==> config.mk <==
export PLATFORM = sky130hd
export DESIGN_NAME = twm_top
export DESIGN_NICKNAME = d
export VERILOG_FILES = /design/src/pkg/twm_pkg.sv /design/src/rtl/twm_mode_decode.sv /design/src/rtl/twm_out_unit.sv /design/src/rtl/twm_top.sv
export VERILOG_INCLUDE_DIRS = /design/src /design/src/pkg
export SDC_FILE = /design/constraint.sdc
export NUM_CORES = 1
export LEC_CHECK = 0
export ABC_AREA = 1
export BUFFER_PORTS_ARGS = -buffer_cell sky130_fd_sc_hd__buf_2
export CORE_UTILIZATION = 30
export DETAILED_ROUTE_END_ITERATION = 7
export GPL_TIMING_DRIVEN = 0
export PLACE_DENSITY = 0.48
export SYNTH_ARGS = -nofsm -noshare
export SYNTH_HDL_FRONTEND = slang
export SYNTH_SLANG_ARGS = --single-unit
==> constraint.sdc <==
create_clock -name ref_clk -period 3.6 [get_ports ref_clk]
set_clock_uncertainty 0.1 [all_clocks]
set_input_delay 0.36 -clock ref_clk [delete_from_list [all_inputs] [get_ports ref_clk]]
set_output_delay 0.36 -clock ref_clk [all_outputs]
set_load 0.01 [all_outputs]
==> src/pkg/twm_defines.svh <==
// Purpose: constants for the timer waveform mode control block
// Assumes: AXI4-Lite, 32-bit data, one register per aligned word
// Notes: all offsets are byte addresses
`ifndef TWM_DEFINES_SVH
`define TWM_DEFINES_SVH
`define TWM_OFF_CTRL_A 8'h00
`define TWM_OFF_CTRL_B 8'h04
`define TWM_OFF_CMP_A 8'h08
`define TWM_OFF_CMP_B 8'h0c
`define TWM_OFF_STATUS 8'h10
`define TWM_CTRL_A_MASK 8'hf3
`define TWM_CTRL_B_MASK 8'h08
`define TWM_CTRL_B_WMHI 3
`define TWM_CTRL_A_RESET 8'h00
`define TWM_CNT_BOTTOM 8'h00
`define TWM_CNT_MAX 8'hff
`define TWM_ACT_OFF 2'h0
`define TWM_ACT_TOG 2'h1
`define TWM_ACT_CLR 2'h2
`define TWM_ACT_SET 2'h3
`define TWM_RESP_OKAY 2'h0
`define TWM_RESP_SLVERR 2'h2
`endif

==> src/pkg/twm_pkg.sv <==
// Purpose: shared types for the timer waveform mode control block
// Assumes: nothing beyond the defines header
// Notes: modes carry implicit codes 0 to 7 in listed order; decode maps the field to these
package twm_pkg;
   typedef enum logic [2:0] {
      TWM_NORMAL,
      TWM_PCPWM_FF,
      TWM_CTC,
      TWM_FPWM_FF,
      TWM_RSVD4,
      TWM_PCPWM_A,
      TWM_RSVD6,
      TWM_FPWM_A
   } twm_mode_e;
   typedef enum logic [1:0] {
      TWM_KIND_NONPWM,
      TWM_KIND_FAST,
      TWM_KIND_PHASE,
      TWM_KIND_IDLE
   } twm_kind_e;
endpackage

==> src/rtl/twm_mode_decode.sv <==
// Purpose: decode the three-bit wave mode into top, update and flag policy
// Assumes: mode bits come from registers on the same clock
// Notes: purely combinational
`timescale 1ns/1ps
`include "twm_defines.svh"
module twm_mode_decode
   import twm_pkg::*;
(
   input wire logic [2:0] waveMode, // combined mode field
   input wire logic [7:0] cmpValueA, // compare value a
   output twm_kind_e kind, // waveform kind
   output logic [7:0] topValue, // counter top
   output logic topIsCmpA, // top taken from compare a
   output logic updateAtTop, // compare values reload at top
   output logic ovfAtBottom // overflow flag at bottom, else max
);
   always_comb begin
      kind = TWM_KIND_IDLE;
      topValue = `TWM_CNT_MAX;
      topIsCmpA = 1'b0;
      updateAtTop = 1'b0;
      ovfAtBottom = 1'b0;
      case (twm_mode_e'(waveMode))
         TWM_NORMAL: begin
            kind = TWM_KIND_NONPWM;
         end
         TWM_CTC: begin
            kind = TWM_KIND_NONPWM;
            topIsCmpA = 1'b1;
         end
         TWM_FPWM_FF, TWM_FPWM_A: begin
            kind = TWM_KIND_FAST;
            updateAtTop = 1'b1;
            topIsCmpA = waveMode[2];
         end
         TWM_PCPWM_FF, TWM_PCPWM_A: begin
            kind = TWM_KIND_PHASE;
            updateAtTop = 1'b1;
            ovfAtBottom = 1'b1;
            topIsCmpA = waveMode[2];
         end
         default: begin
            kind = TWM_KIND_IDLE;
         end
      endcase
      if (topIsCmpA) begin
         topValue = cmpValueA;
      end
   end
endmodule

==> src/rtl/twm_out_unit.sv <==
// Purpose: one compare output channel: action decode and output latch
// Assumes: match, top and direction come from the counter on this clock
// Notes: reserved codes and idle modes leave the output unchanged
`timescale 1ns/1ps
`include "twm_defines.svh"
module twm_out_unit
   import twm_pkg::*;
#(
   parameter bit TOGGLE_IN_PWM = 1'b1 // channel a may toggle in pwm
)(
   input wire logic ref_clk, // clock
   input wire logic rstn, // async reset, active low
   input wire logic [1:0] action, // output action field
   input wire twm_kind_e kind, // waveform kind
   input wire logic modeHi, // high mode bit
   input wire logic cmpMatch, // counter equals compare value
   input wire logic cmpIsTop, // compare value equals top
   input wire logic atTop, // counter at top
   input wire logic countDown, // phase pwm counting down
   input wire logic force_, // forced compare strobe
   output logic pinOverride, // channel owns the pin
   output logic outLevel // output latch
);
   logic next_outLevel;
   logic hit;
   always_comb begin
      next_outLevel = outLevel;
      pinOverride = (action != `TWM_ACT_OFF);
      hit = cmpMatch;
      if (kind != TWM_KIND_NONPWM && action[1] && cmpIsTop) begin
         hit = 1'b0;
      end
      case (kind)
         TWM_KIND_NONPWM: begin
            if (cmpMatch || force_) begin
               case (action)
                  `TWM_ACT_TOG: next_outLevel = ~outLevel;
                  `TWM_ACT_CLR: next_outLevel = 1'b0;
                  `TWM_ACT_SET: next_outLevel = 1'b1;
                  default: next_outLevel = outLevel;
               endcase
            end
         end
         TWM_KIND_FAST: begin
            if (action == `TWM_ACT_TOG) begin
               pinOverride = TOGGLE_IN_PWM && modeHi;
               if (pinOverride && cmpMatch) begin
                  next_outLevel = ~outLevel;
               end
            end else if (action[1]) begin
               if (hit) begin
                  next_outLevel = ~action[0] ? 1'b0 : 1'b1;
               end else if (atTop) begin
                  next_outLevel = ~action[0];
               end
            end
         end
         TWM_KIND_PHASE: begin
            if (action == `TWM_ACT_TOG) begin
               pinOverride = TOGGLE_IN_PWM && modeHi;
               if (pinOverride && cmpMatch) begin
                  next_outLevel = ~outLevel;
               end
            end else if (action[1]) begin
               if (hit) begin
                  next_outLevel = action[0] ^ countDown;
               end else if (cmpIsTop && atTop) begin
                  next_outLevel = action[0] ^ 1'b1;
               end
            end
         end
         default: begin
            next_outLevel = outLevel;
         end
      endcase
   end
   always_ff @(posedge ref_clk or negedge rstn) begin
      if (!rstn) begin
         outLevel <= 1'b0;
      end else begin
         outLevel <= next_outLevel;
      end
   end
endmodule

==> src/rtl/twm_top.sv <==
// Purpose: waveform mode control registers with AXI4-Lite access
// Assumes: counter value, direction and strobes come from the timer core
// Notes:
// Summary of operation
// - nonzero output action hands the pin to the compare output, except pwm 01 on b, or on a with mode high bit 0
// - non-pwm channel a: off, toggle, clear, set on match
// - non-pwm channel b uses the same four-way decode
// - fast pwm a: clear on match set at top, or inverse
// - pwm action 01 on a: off if mode high bit 0, else toggle
// - fast pwm b: 01 reserved, 10/11 as channel a
// - phase pwm a: 10 clear up-match set down-match, 11 inverse
// - phase pwm b: 01 reserved, 10/11 as channel a
// - pwm compare a equal top with high action bit: only top action
// - pwm compare b equal top with high action bit: only top action
// - control a bits 3 and 2 ignore writes, read zero
// - two low mode bits plus control b bit form the mode
// - mode 0 top ff, mode 2 top compare a, immediate, flag at max
// - fast pwm modes 3 and 7, reload at top, flag at max
// - phase pwm modes 1 and 5, reload at top, flag at bottom
// - bottom is zero, max is all ones
// - high mode bit sits at bit three of control b
`timescale 1ns/1ps
`include "twm_defines.svh"
module twm_top
   import twm_pkg::*;
(
   input wire logic ref_clk, // clock
   input wire logic rstn, // async reset, active low
   input wire logic [7:0] s_axi_awaddr, // write address
   input wire logic s_axi_awvalid, // write address valid
   output logic s_axi_awready, // write address ready
   input wire logic [31:0] s_axi_wdata, // write data
   input wire logic [3:0] s_axi_wstrb, // write strobes
   input wire logic s_axi_wvalid, // write data valid
   output logic s_axi_wready, // write data ready
   output logic [1:0] s_axi_bresp, // write response
   output logic s_axi_bvalid, // write response valid
   input wire logic s_axi_bready, // write response ready
   input wire logic [7:0] s_axi_araddr, // read address
   input wire logic s_axi_arvalid, // read address valid
   output logic s_axi_arready, // read address ready
   output logic [31:0] s_axi_rdata, // read data
   output logic [1:0] s_axi_rresp, // read response
   output logic s_axi_rvalid, // read data valid
   input wire logic s_axi_rready, // read data ready
   input wire logic [7:0] count, // counter value from core
   input wire logic countDown, // core counting down
   input wire logic forceA, // forced compare a strobe
   input wire logic forceB, // forced compare b strobe
   output logic [2:0] waveMode, // combined mode to core
   output logic [7:0] topValue, // counter top to core
   output logic ovfAtBottom, // overflow flag point to core
   output logic cmpOutAPin, // compare output a level
   output logic cmpOutAEn, // compare output a owns pin
   output logic cmpOutBPin, // compare output b level
   output logic cmpOutBEn // compare output b owns pin
);
   logic [7:0] ctrlA, next_ctrlA;
   logic [7:0] ctrlB, next_ctrlB;
   logic [7:0] cmpBufA, next_cmpBufA;
   logic [7:0] cmpBufB, next_cmpBufB;
   logic [7:0] cmpValueA, next_cmpValueA;
   logic [7:0] cmpValueB, next_cmpValueB;
   logic awHeld, next_awHeld;
   logic wHeld, next_wHeld;
   logic [7:0] awAddr, next_awAddr;
   logic [7:0] wByte, next_wByte;
   logic wLane, next_wLane;
   logic bValid, next_bValid;
   logic [1:0] bResp, next_bResp;
   logic rValid, next_rValid;
   logic [31:0] rData, next_rData;
   logic [1:0] rResp, next_rResp;
   logic doWrite;
   logic [1:0] act;
   logic topIsCmpA, updateAtTop, atTop;
   twm_kind_e kind;
   assign waveMode = {ctrlB[`TWM_CTRL_B_WMHI], ctrlA[1:0]};
   assign atTop = (count == topValue);
   twm_mode_decode u_dec (
      .waveMode(waveMode),
      .cmpValueA(cmpValueA),
      .kind(kind),
      .topValue(topValue),
      .topIsCmpA(topIsCmpA),
      .updateAtTop(updateAtTop),
      .ovfAtBottom(ovfAtBottom)
   );
   twm_out_unit #(.TOGGLE_IN_PWM(1'b1)) u_outA (
      .ref_clk(ref_clk),
      .rstn(rstn),
      .action(ctrlA[7:6]),
      .kind(kind),
      .modeHi(waveMode[2]),
      .cmpMatch(count == cmpValueA),
      .cmpIsTop(cmpValueA == topValue),
      .atTop(atTop),
      .countDown(countDown),
      .force_(forceA),
      .pinOverride(cmpOutAEn),
      .outLevel(cmpOutAPin)
   );
   twm_out_unit #(.TOGGLE_IN_PWM(1'b0)) u_outB (
      .ref_clk(ref_clk),
      .rstn(rstn),
      .action(ctrlA[5:4]),
      .kind(kind),
      .modeHi(waveMode[2]),
      .cmpMatch(count == cmpValueB),
      .cmpIsTop(cmpValueB == topValue),
      .atTop(atTop),
      .countDown(countDown),
      .force_(forceB),
      .pinOverride(cmpOutBEn),
      .outLevel(cmpOutBPin)
   );
   assign act = ctrlA[7:6];
   assign s_axi_awready = !awHeld && !bValid;
   assign s_axi_wready = !wHeld && !bValid;
   assign s_axi_bvalid = bValid;
   assign s_axi_bresp = bResp;
   assign s_axi_arready = !rValid;
   assign s_axi_rvalid = rValid;
   assign s_axi_rdata = rData;
   assign s_axi_rresp = rResp;
   assign doWrite = awHeld && wHeld && !bValid;
   always_comb begin
      next_awHeld = awHeld;
      next_wHeld = wHeld;
      next_awAddr = awAddr;
      next_wByte = wByte;
      next_wLane = wLane;
      next_bValid = bValid;
      next_bResp = bResp;
      next_ctrlA = ctrlA;
      next_ctrlB = ctrlB;
      next_cmpBufA = cmpBufA;
      next_cmpBufB = cmpBufB;
      if (s_axi_awvalid && s_axi_awready) begin
         next_awHeld = 1'b1;
         next_awAddr = s_axi_awaddr;
      end
      if (s_axi_wvalid && s_axi_wready) begin
         next_wHeld = 1'b1;
         next_wByte = s_axi_wdata[7:0];
         next_wLane = s_axi_wstrb[0];
      end
      if (doWrite) begin
         next_awHeld = 1'b0;
         next_wHeld = 1'b0;
         next_bValid = 1'b1;
         next_bResp = `TWM_RESP_OKAY;
         case (awAddr)
            `TWM_OFF_CTRL_A: begin
               if (wLane) begin
                  next_ctrlA = wByte & `TWM_CTRL_A_MASK;
               end
            end
            `TWM_OFF_CTRL_B: begin
               if (wLane) begin
                  next_ctrlB = wByte & `TWM_CTRL_B_MASK;
               end
            end
            `TWM_OFF_CMP_A: begin
               if (wLane) begin
                  next_cmpBufA = wByte;
               end
            end
            `TWM_OFF_CMP_B: begin
               if (wLane) begin
                  next_cmpBufB = wByte;
               end
            end
            `TWM_OFF_STATUS: begin
               next_bResp = `TWM_RESP_OKAY;
            end
            default: begin
               next_bResp = `TWM_RESP_SLVERR;
            end
         endcase
      end else if (bValid && s_axi_bready) begin
         next_bValid = 1'b0;
      end
   end
   // compare values: immediate in non-pwm modes, at top in pwm modes
   always_comb begin
      next_cmpValueA = cmpValueA;
      next_cmpValueB = cmpValueB;
      if (!updateAtTop || atTop) begin
         next_cmpValueA = cmpBufA;
         next_cmpValueB = cmpBufB;
      end
   end
   always_comb begin
      next_rValid = rValid;
      next_rData = rData;
      next_rResp = rResp;
      if (s_axi_arvalid && s_axi_arready) begin
         next_rValid = 1'b1;
         next_rResp = `TWM_RESP_OKAY;
         next_rData = 32'h0000_0000;
         case (s_axi_araddr)
            `TWM_OFF_CTRL_A: next_rData = {24'h00_0000, ctrlA};
            `TWM_OFF_CTRL_B: next_rData = {24'h00_0000, ctrlB};
            `TWM_OFF_CMP_A: next_rData = {24'h00_0000, cmpBufA};
            `TWM_OFF_CMP_B: next_rData = {24'h00_0000, cmpBufB};
            `TWM_OFF_STATUS: begin
               next_rData = {16'h0000, topValue, 2'h0, kind,
                  cmpOutBEn, cmpOutBPin, cmpOutAEn, cmpOutAPin};
            end
            default: begin
               next_rResp = `TWM_RESP_SLVERR;
            end
         endcase
      end else if (rValid && s_axi_rready) begin
         next_rValid = 1'b0;
      end
   end
   always_ff @(posedge ref_clk or negedge rstn) begin
      if (!rstn) begin
         ctrlA <= `TWM_CTRL_A_RESET;
         ctrlB <= 8'h00;
         cmpBufA <= 8'h00;
         cmpBufB <= 8'h00;
         cmpValueA <= 8'h00;
         cmpValueB <= 8'h00;
         awHeld <= 1'b0;
         wHeld <= 1'b0;
         awAddr <= 8'h00;
         wByte <= 8'h00;
         wLane <= 1'b0;
         bValid <= 1'b0;
         bResp <= 2'h0;
         rValid <= 1'b0;
         rData <= 32'h0000_0000;
         rResp <= 2'h0;
      end else begin
         ctrlA <= next_ctrlA;
         ctrlB <= next_ctrlB;
         cmpBufA <= next_cmpBufA;
         cmpBufB <= next_cmpBufB;
         cmpValueA <= next_cmpValueA;
         cmpValueB <= next_cmpValueB;
         awHeld <= next_awHeld;
         wHeld <= next_wHeld;
         awAddr <= next_awAddr;
         wByte <= next_wByte;
         wLane <= next_wLane;
         bValid <= next_bValid;
         bResp <= next_bResp;
         rValid <= next_rValid;
         rData <= next_rData;
         rResp <= next_rResp;
      end
   end
   property p_ovr_a;
      @(posedge ref_clk) disable iff (!rstn)
      (kind == TWM_KIND_NONPWM) |-> (cmpOutAEn == (act != 2'h0));
   endproperty
   a_ovr_a: assert property (p_ovr_a)
      else $error("pin a ownership wrong");
   property p_rsvd;
      @(posedge ref_clk) disable iff (!rstn)
      1'b1 |-> (ctrlA[3:2] == 2'h0);
   endproperty
   a_rsvd: assert property (p_rsvd)
      else $error("reserved bits nonzero");
   property p_set_a;
      @(posedge ref_clk) disable iff (!rstn)
      (kind == TWM_KIND_NONPWM && act == 2'h3 && count == cmpValueA)
         |=> cmpOutAPin;
   endproperty
   a_set_a: assert property (p_set_a)
      else $error("set on match failed");
   property p_clr_a;
      @(posedge ref_clk) disable iff (!rstn)
      (kind == TWM_KIND_NONPWM && act == 2'h2 && count == cmpValueA)
         |=> !cmpOutAPin;
   endproperty
   a_clr_a: assert property (p_clr_a)
      else $error("clear on match failed");
   property p_tog_a;
      @(posedge ref_clk) disable iff (!rstn)
      (kind == TWM_KIND_NONPWM && act == 2'h1 && count == cmpValueA
         && !forceA) |=> (cmpOutAPin != $past(cmpOutAPin));
   endproperty
   a_tog_a: assert property (p_tog_a) else $error("toggle failed");
   property p_fast_top;
      @(posedge ref_clk) disable iff (!rstn)
      (kind == TWM_KIND_FAST && act == 2'h2 && atTop
         && count != cmpValueA) |=> cmpOutAPin;
   endproperty
   a_fast_top: assert property (p_fast_top)
      else $error("set at top failed");
   property p_top_ff;
      @(posedge ref_clk) disable iff (!rstn)
      (waveMode == 3'h0 || waveMode == 3'h3 || waveMode == 3'h1)
         |-> (topValue == 8'hff);
   endproperty
   a_top_ff: assert property (p_top_ff) else $error("top not max");
   property p_top_cmp;
      @(posedge ref_clk) disable iff (!rstn)
      (waveMode == 3'h2 || waveMode == 3'h5 || waveMode == 3'h7)
         |-> (topIsCmpA && topValue == cmpValueA);
   endproperty
   a_top_cmp: assert property (p_top_cmp)
      else $error("top not compare a");
   property p_ovf;
      @(posedge ref_clk) disable iff (!rstn)
      ovfAtBottom |-> (waveMode == 3'h1 || waveMode == 3'h5);
   endproperty
   a_ovf: assert property (p_ovf) else $error("overflow point wrong");
   property p_idle;
      @(posedge ref_clk) disable iff (!rstn)
      (waveMode == 3'h4 || waveMode == 3'h6) |=> $stable(cmpOutBPin);
   endproperty
   a_idle: assert property (p_idle)
      else $error("reserved mode moved output");
endmodule

==> flow_metrics.tcl <==
set metrics [dict create \
    crit_fanout 10 \
    postCtsSetupBuffers 0 \
    grt_max_degree 58 \
    dieArea_um2 15600 \
    synthTopCellsByCount "167 x nand2_1, 80 x dfrtp_1, 75 x inv_1" \
    finalSetupTns_ns 0 \
    finalHoldViolations 0 \
    ys_async_sr_fraction_pct 100 \
    port_buffers 81 \
    seq_area_frac_synth_pct 44.3 \
    layout_min_cycle_time_ns 2.89 \
    p_int_uw 2030 \
    power_density_nw_per_um2 553 \
    slew_headroom_pct 66.3 \
    remaining_drc_errors 26 \
    peakVddDrop_v 0.000277 \
    ys.flop_type "dfrtp_1" \
    initial_core_util_pct 30.9 \
    gp_congestion 0.845 \
    met2_usage_pct 27.6 \
    ant_nets 0 \
    grt-busiest-layer "met2" \
    crit_type "reg -> out" \
    p_switching_uw 1050 \
    slew_viol_final 0 \
    synth_most_common_cell "nand2_1" \
    layout.nets 775 \
    cts_made_buffers 9 \
    max_freq_mhz 346 \
    p_seq_share_pct 39.8 \
    synth-seq-cells 80 \
    finalPower_uw 3090 \
    yosysUniqueCellTypes 41 \
    cp_slowest_cell "dfrtp_1" \
    yosys-top-cells-area "dfrtp_1 44%, nand2_1 14%, o21ai_0 6.7%, inv_1 6.2%, buf_4 3.8%" \
    antenna_found_initial 0 \
    clkSlewWorstSetupHoldPaths_ns 0.06 \
    grt_pass1_vias 3891 \
    syn_area_per_cell_um2 7.72 \
    violations "design-rule violations" \
    cts_root_buf "clkbuf_16" \
    crit_path_end_kind "output pin" \
    hp-class "in -> reg" \
    tightestPinTransition_ns 0.501 \
    diodes 0 \
    dp_hpwl_um 10000 \
    switching_share_pct 34.2 \
    start_kind "flip-flop" \
    postSynthCellCount 586 \
    met1_usage_pct 22.7 \
    finalCritPeriodShare_pct 80.2 \
    worstPathCellList "inv_2, nand2_8, buf_6, inv_1, nor2_1, ha_1, nor2_1, o21ai_0, buf_2" \
    grt_pass1_wl_um 20400 \
    cts_max_level 3 \
    grt_overflow_total 0 \
    cts_sinks 80 \
    synth_edf_count 0 \
    worst_ep_required_time_ns 3.14 \
    ios 127 \
    area.growth.synth_to_final_pct 23.4 \
    clockPowerShare_pct 32.0 \
    clockBufferDepth 2 \
    maxCapViolations 0 \
    cts_tree "yes" \
    p_leak_uw 0.00284 \
    outcome "complete, but fails checks" \
    yosysTopAreaCell "dfrtp_1" \
    rsz0062_at_grt "no" \
    cp_data_arrival_time_ns 2.43 \
    dieHeight_um 125 \
    use_met3_pct 3.61 \
    cpPeakStageDelay_ns 0.48 \
    yosysWarnings 0 \
    vias 4077 \
    core_um2 14600 \
    path_common_cell "nor2_1" \
    wl_per_cell_um 14.3 \
    wl_um 12700 \
    setup_viol 0 \
    rows 44 \
    drive_gt1_share_pct 20.7 \
    drt_iter0_drc 256 \
    synth_top_area_share_pct 44.3 \
    via_per_inst 4.61 \
    firstDrtPassIters 7 \
    insertion_delay_ns 0.34 \
    grt_usage_pct 17.1 \
    synthesis.area_um2 4520 \
    dieWidth_um 125 \
    combPwrFrac_pct 28.2 \
]
-- sequential cells by signal (all words and copies together) (netlist names), 6 cells and up --
name and cells:
awAddr 8, cmpValueB 8, cmpBufA 8, cmpBufB 8, wByte 8, cmpValueA 8, s_axi_rdata 16, ctrlA 6
-- final cells by class --
class / instances / area, um2
fill: 1532 / 9060
multi-input combinational: 411 / 2050
sequential: 80 / 2000
timing repair buffer: 83 / 445
inverter: 77 / 289
buffer: 35 / 244
clock buffer: 10 / 239
tap: 184 / 230
clock inverter: 5 / 81.3
-- routing by layer --
metal | share of wire [%] | routed length [um] | up-vias
li1 | - | - | 2080
met5 | 0 | 0 | -
met3 | 5.5 | 694 | 13
met2 | 46 | 5850 | 123
met1 | 47 | 5960 | 1861
met4 | 1.5 | 186 | 0
-- path summary, 6_finish.rpt --
kind | startpoint | to | slack, ns | depth (start not counted)
max | ctrlA[0] | cmpOutAEn | 0.71 | 9
min | s_axi_bready | s_axi_bvalid | 0.08 | 2
max reg2reg | ctrlA[0] | u_outA.outLevel | 0.84 | 13
min reg2reg | s_axi_rdata[14] | s_axi_rdata[14] | 0.37 | 2
max in group asynchronous | rstn | cmpBufB[3] | 2.42 | 3
min in group asynchronous | rstn | s_axi_rdata[11] | 0.37 | 2
-- cells by family (layout without fill, tap and decap cells) --
family                     Yosys count  in the layout  synth area share [%]
AOI/OAI and AO/OA                   98             98                  11.8
buffers and inverters              112            210                  11.8
xor gates and xnor gates             8              8                  1.55
and+or+nand+nor                    273            273                  26.8
adders and majority gates            8              8                  2.21
muxes                                6              6                  1.49
other                                1             18                0.0829
DFF                                 80             80                  44.3
-- power by group through the flow --
| stage | logic, uW | clock network, uW | registers, uW |
|---|---|---|---|
| after global placement | 859 | 0 | 1240 |
| final | 870 | 989 | 1230 |
| after CTS | 881 | 1020 | 1230 |
| after detailed placement | 877 | 0 | 1240 |
| after global routing | 996 | 1040 | 1260 |
| after floorplan | 596 | 0 | 1200 |
-- through the flow --
step,utilization [%],hold WS [ns],instances,worst slack [ns],cell area [um2]
after detailed placement,35.9,0.198,869,0.844,5250
final,38.1,0.0767,885,0.714,5580
after global placement,35.7,0.357,868,0.830,5220
after CTS,38.1,0.0616,885,0.704,5580
after global routing,38.1,0.0609,885,0.535,5580
after floorplan,-,-0.0356,603,1.37,4590
-- critical path: cells and delay by family, from the launching register on --
kind,cells,cell delay (ns)
buf+inv,4,0.65
flops,1,0.48
fa+ha+maj,1,0.36
compound gates,1,0.35
simple gates,3,0.24
-- placed cells by master (no fill, tap or decap), drive strengths merged --
cell / netlist / layout
o21bai: 1 / 1
o22ai: 1 / 1
nor4: 2 / 2
nand3: 31 / 31
a221oi: 4 / 4
o2111ai: 1 / 1
clkbuf: 9 / 19
nand4: 18 / 18
a21oi: 19 / 19
inv: 76 / 76
or2: 2 / 2
o2bb2ai: 1 / 1
o211ai: 1 / 1
mux2: 6 / 6
o31ai: 2 / 2
nor3: 9 / 9
a311oi: 1 / 1
o21a: 1 / 1
clkinv: 1 / 3
dfrtp: 80 / 80
conb: 1 / 18
bufinv: 0 / 2
nand2: 172 / 172
o21ai: 66 / 66
buf: 26 / 108
nor3b: 1 / 1
nor2: 38 / 38
dlygate4sd3: 0 / 1
xnor2: 8 / 8
clkinvlp: 0 / 1
ha: 8 / 8
-- what timing repair did --
item / in CTS / in global routing
endpoints found under the hold margin: 23 / 0
gates resized for setup: 0 / 0
hold buffers: 1 / 0
setup endpoints to repair: 0 / 0
No activity file was read; power rests on OpenSTA's default activity.
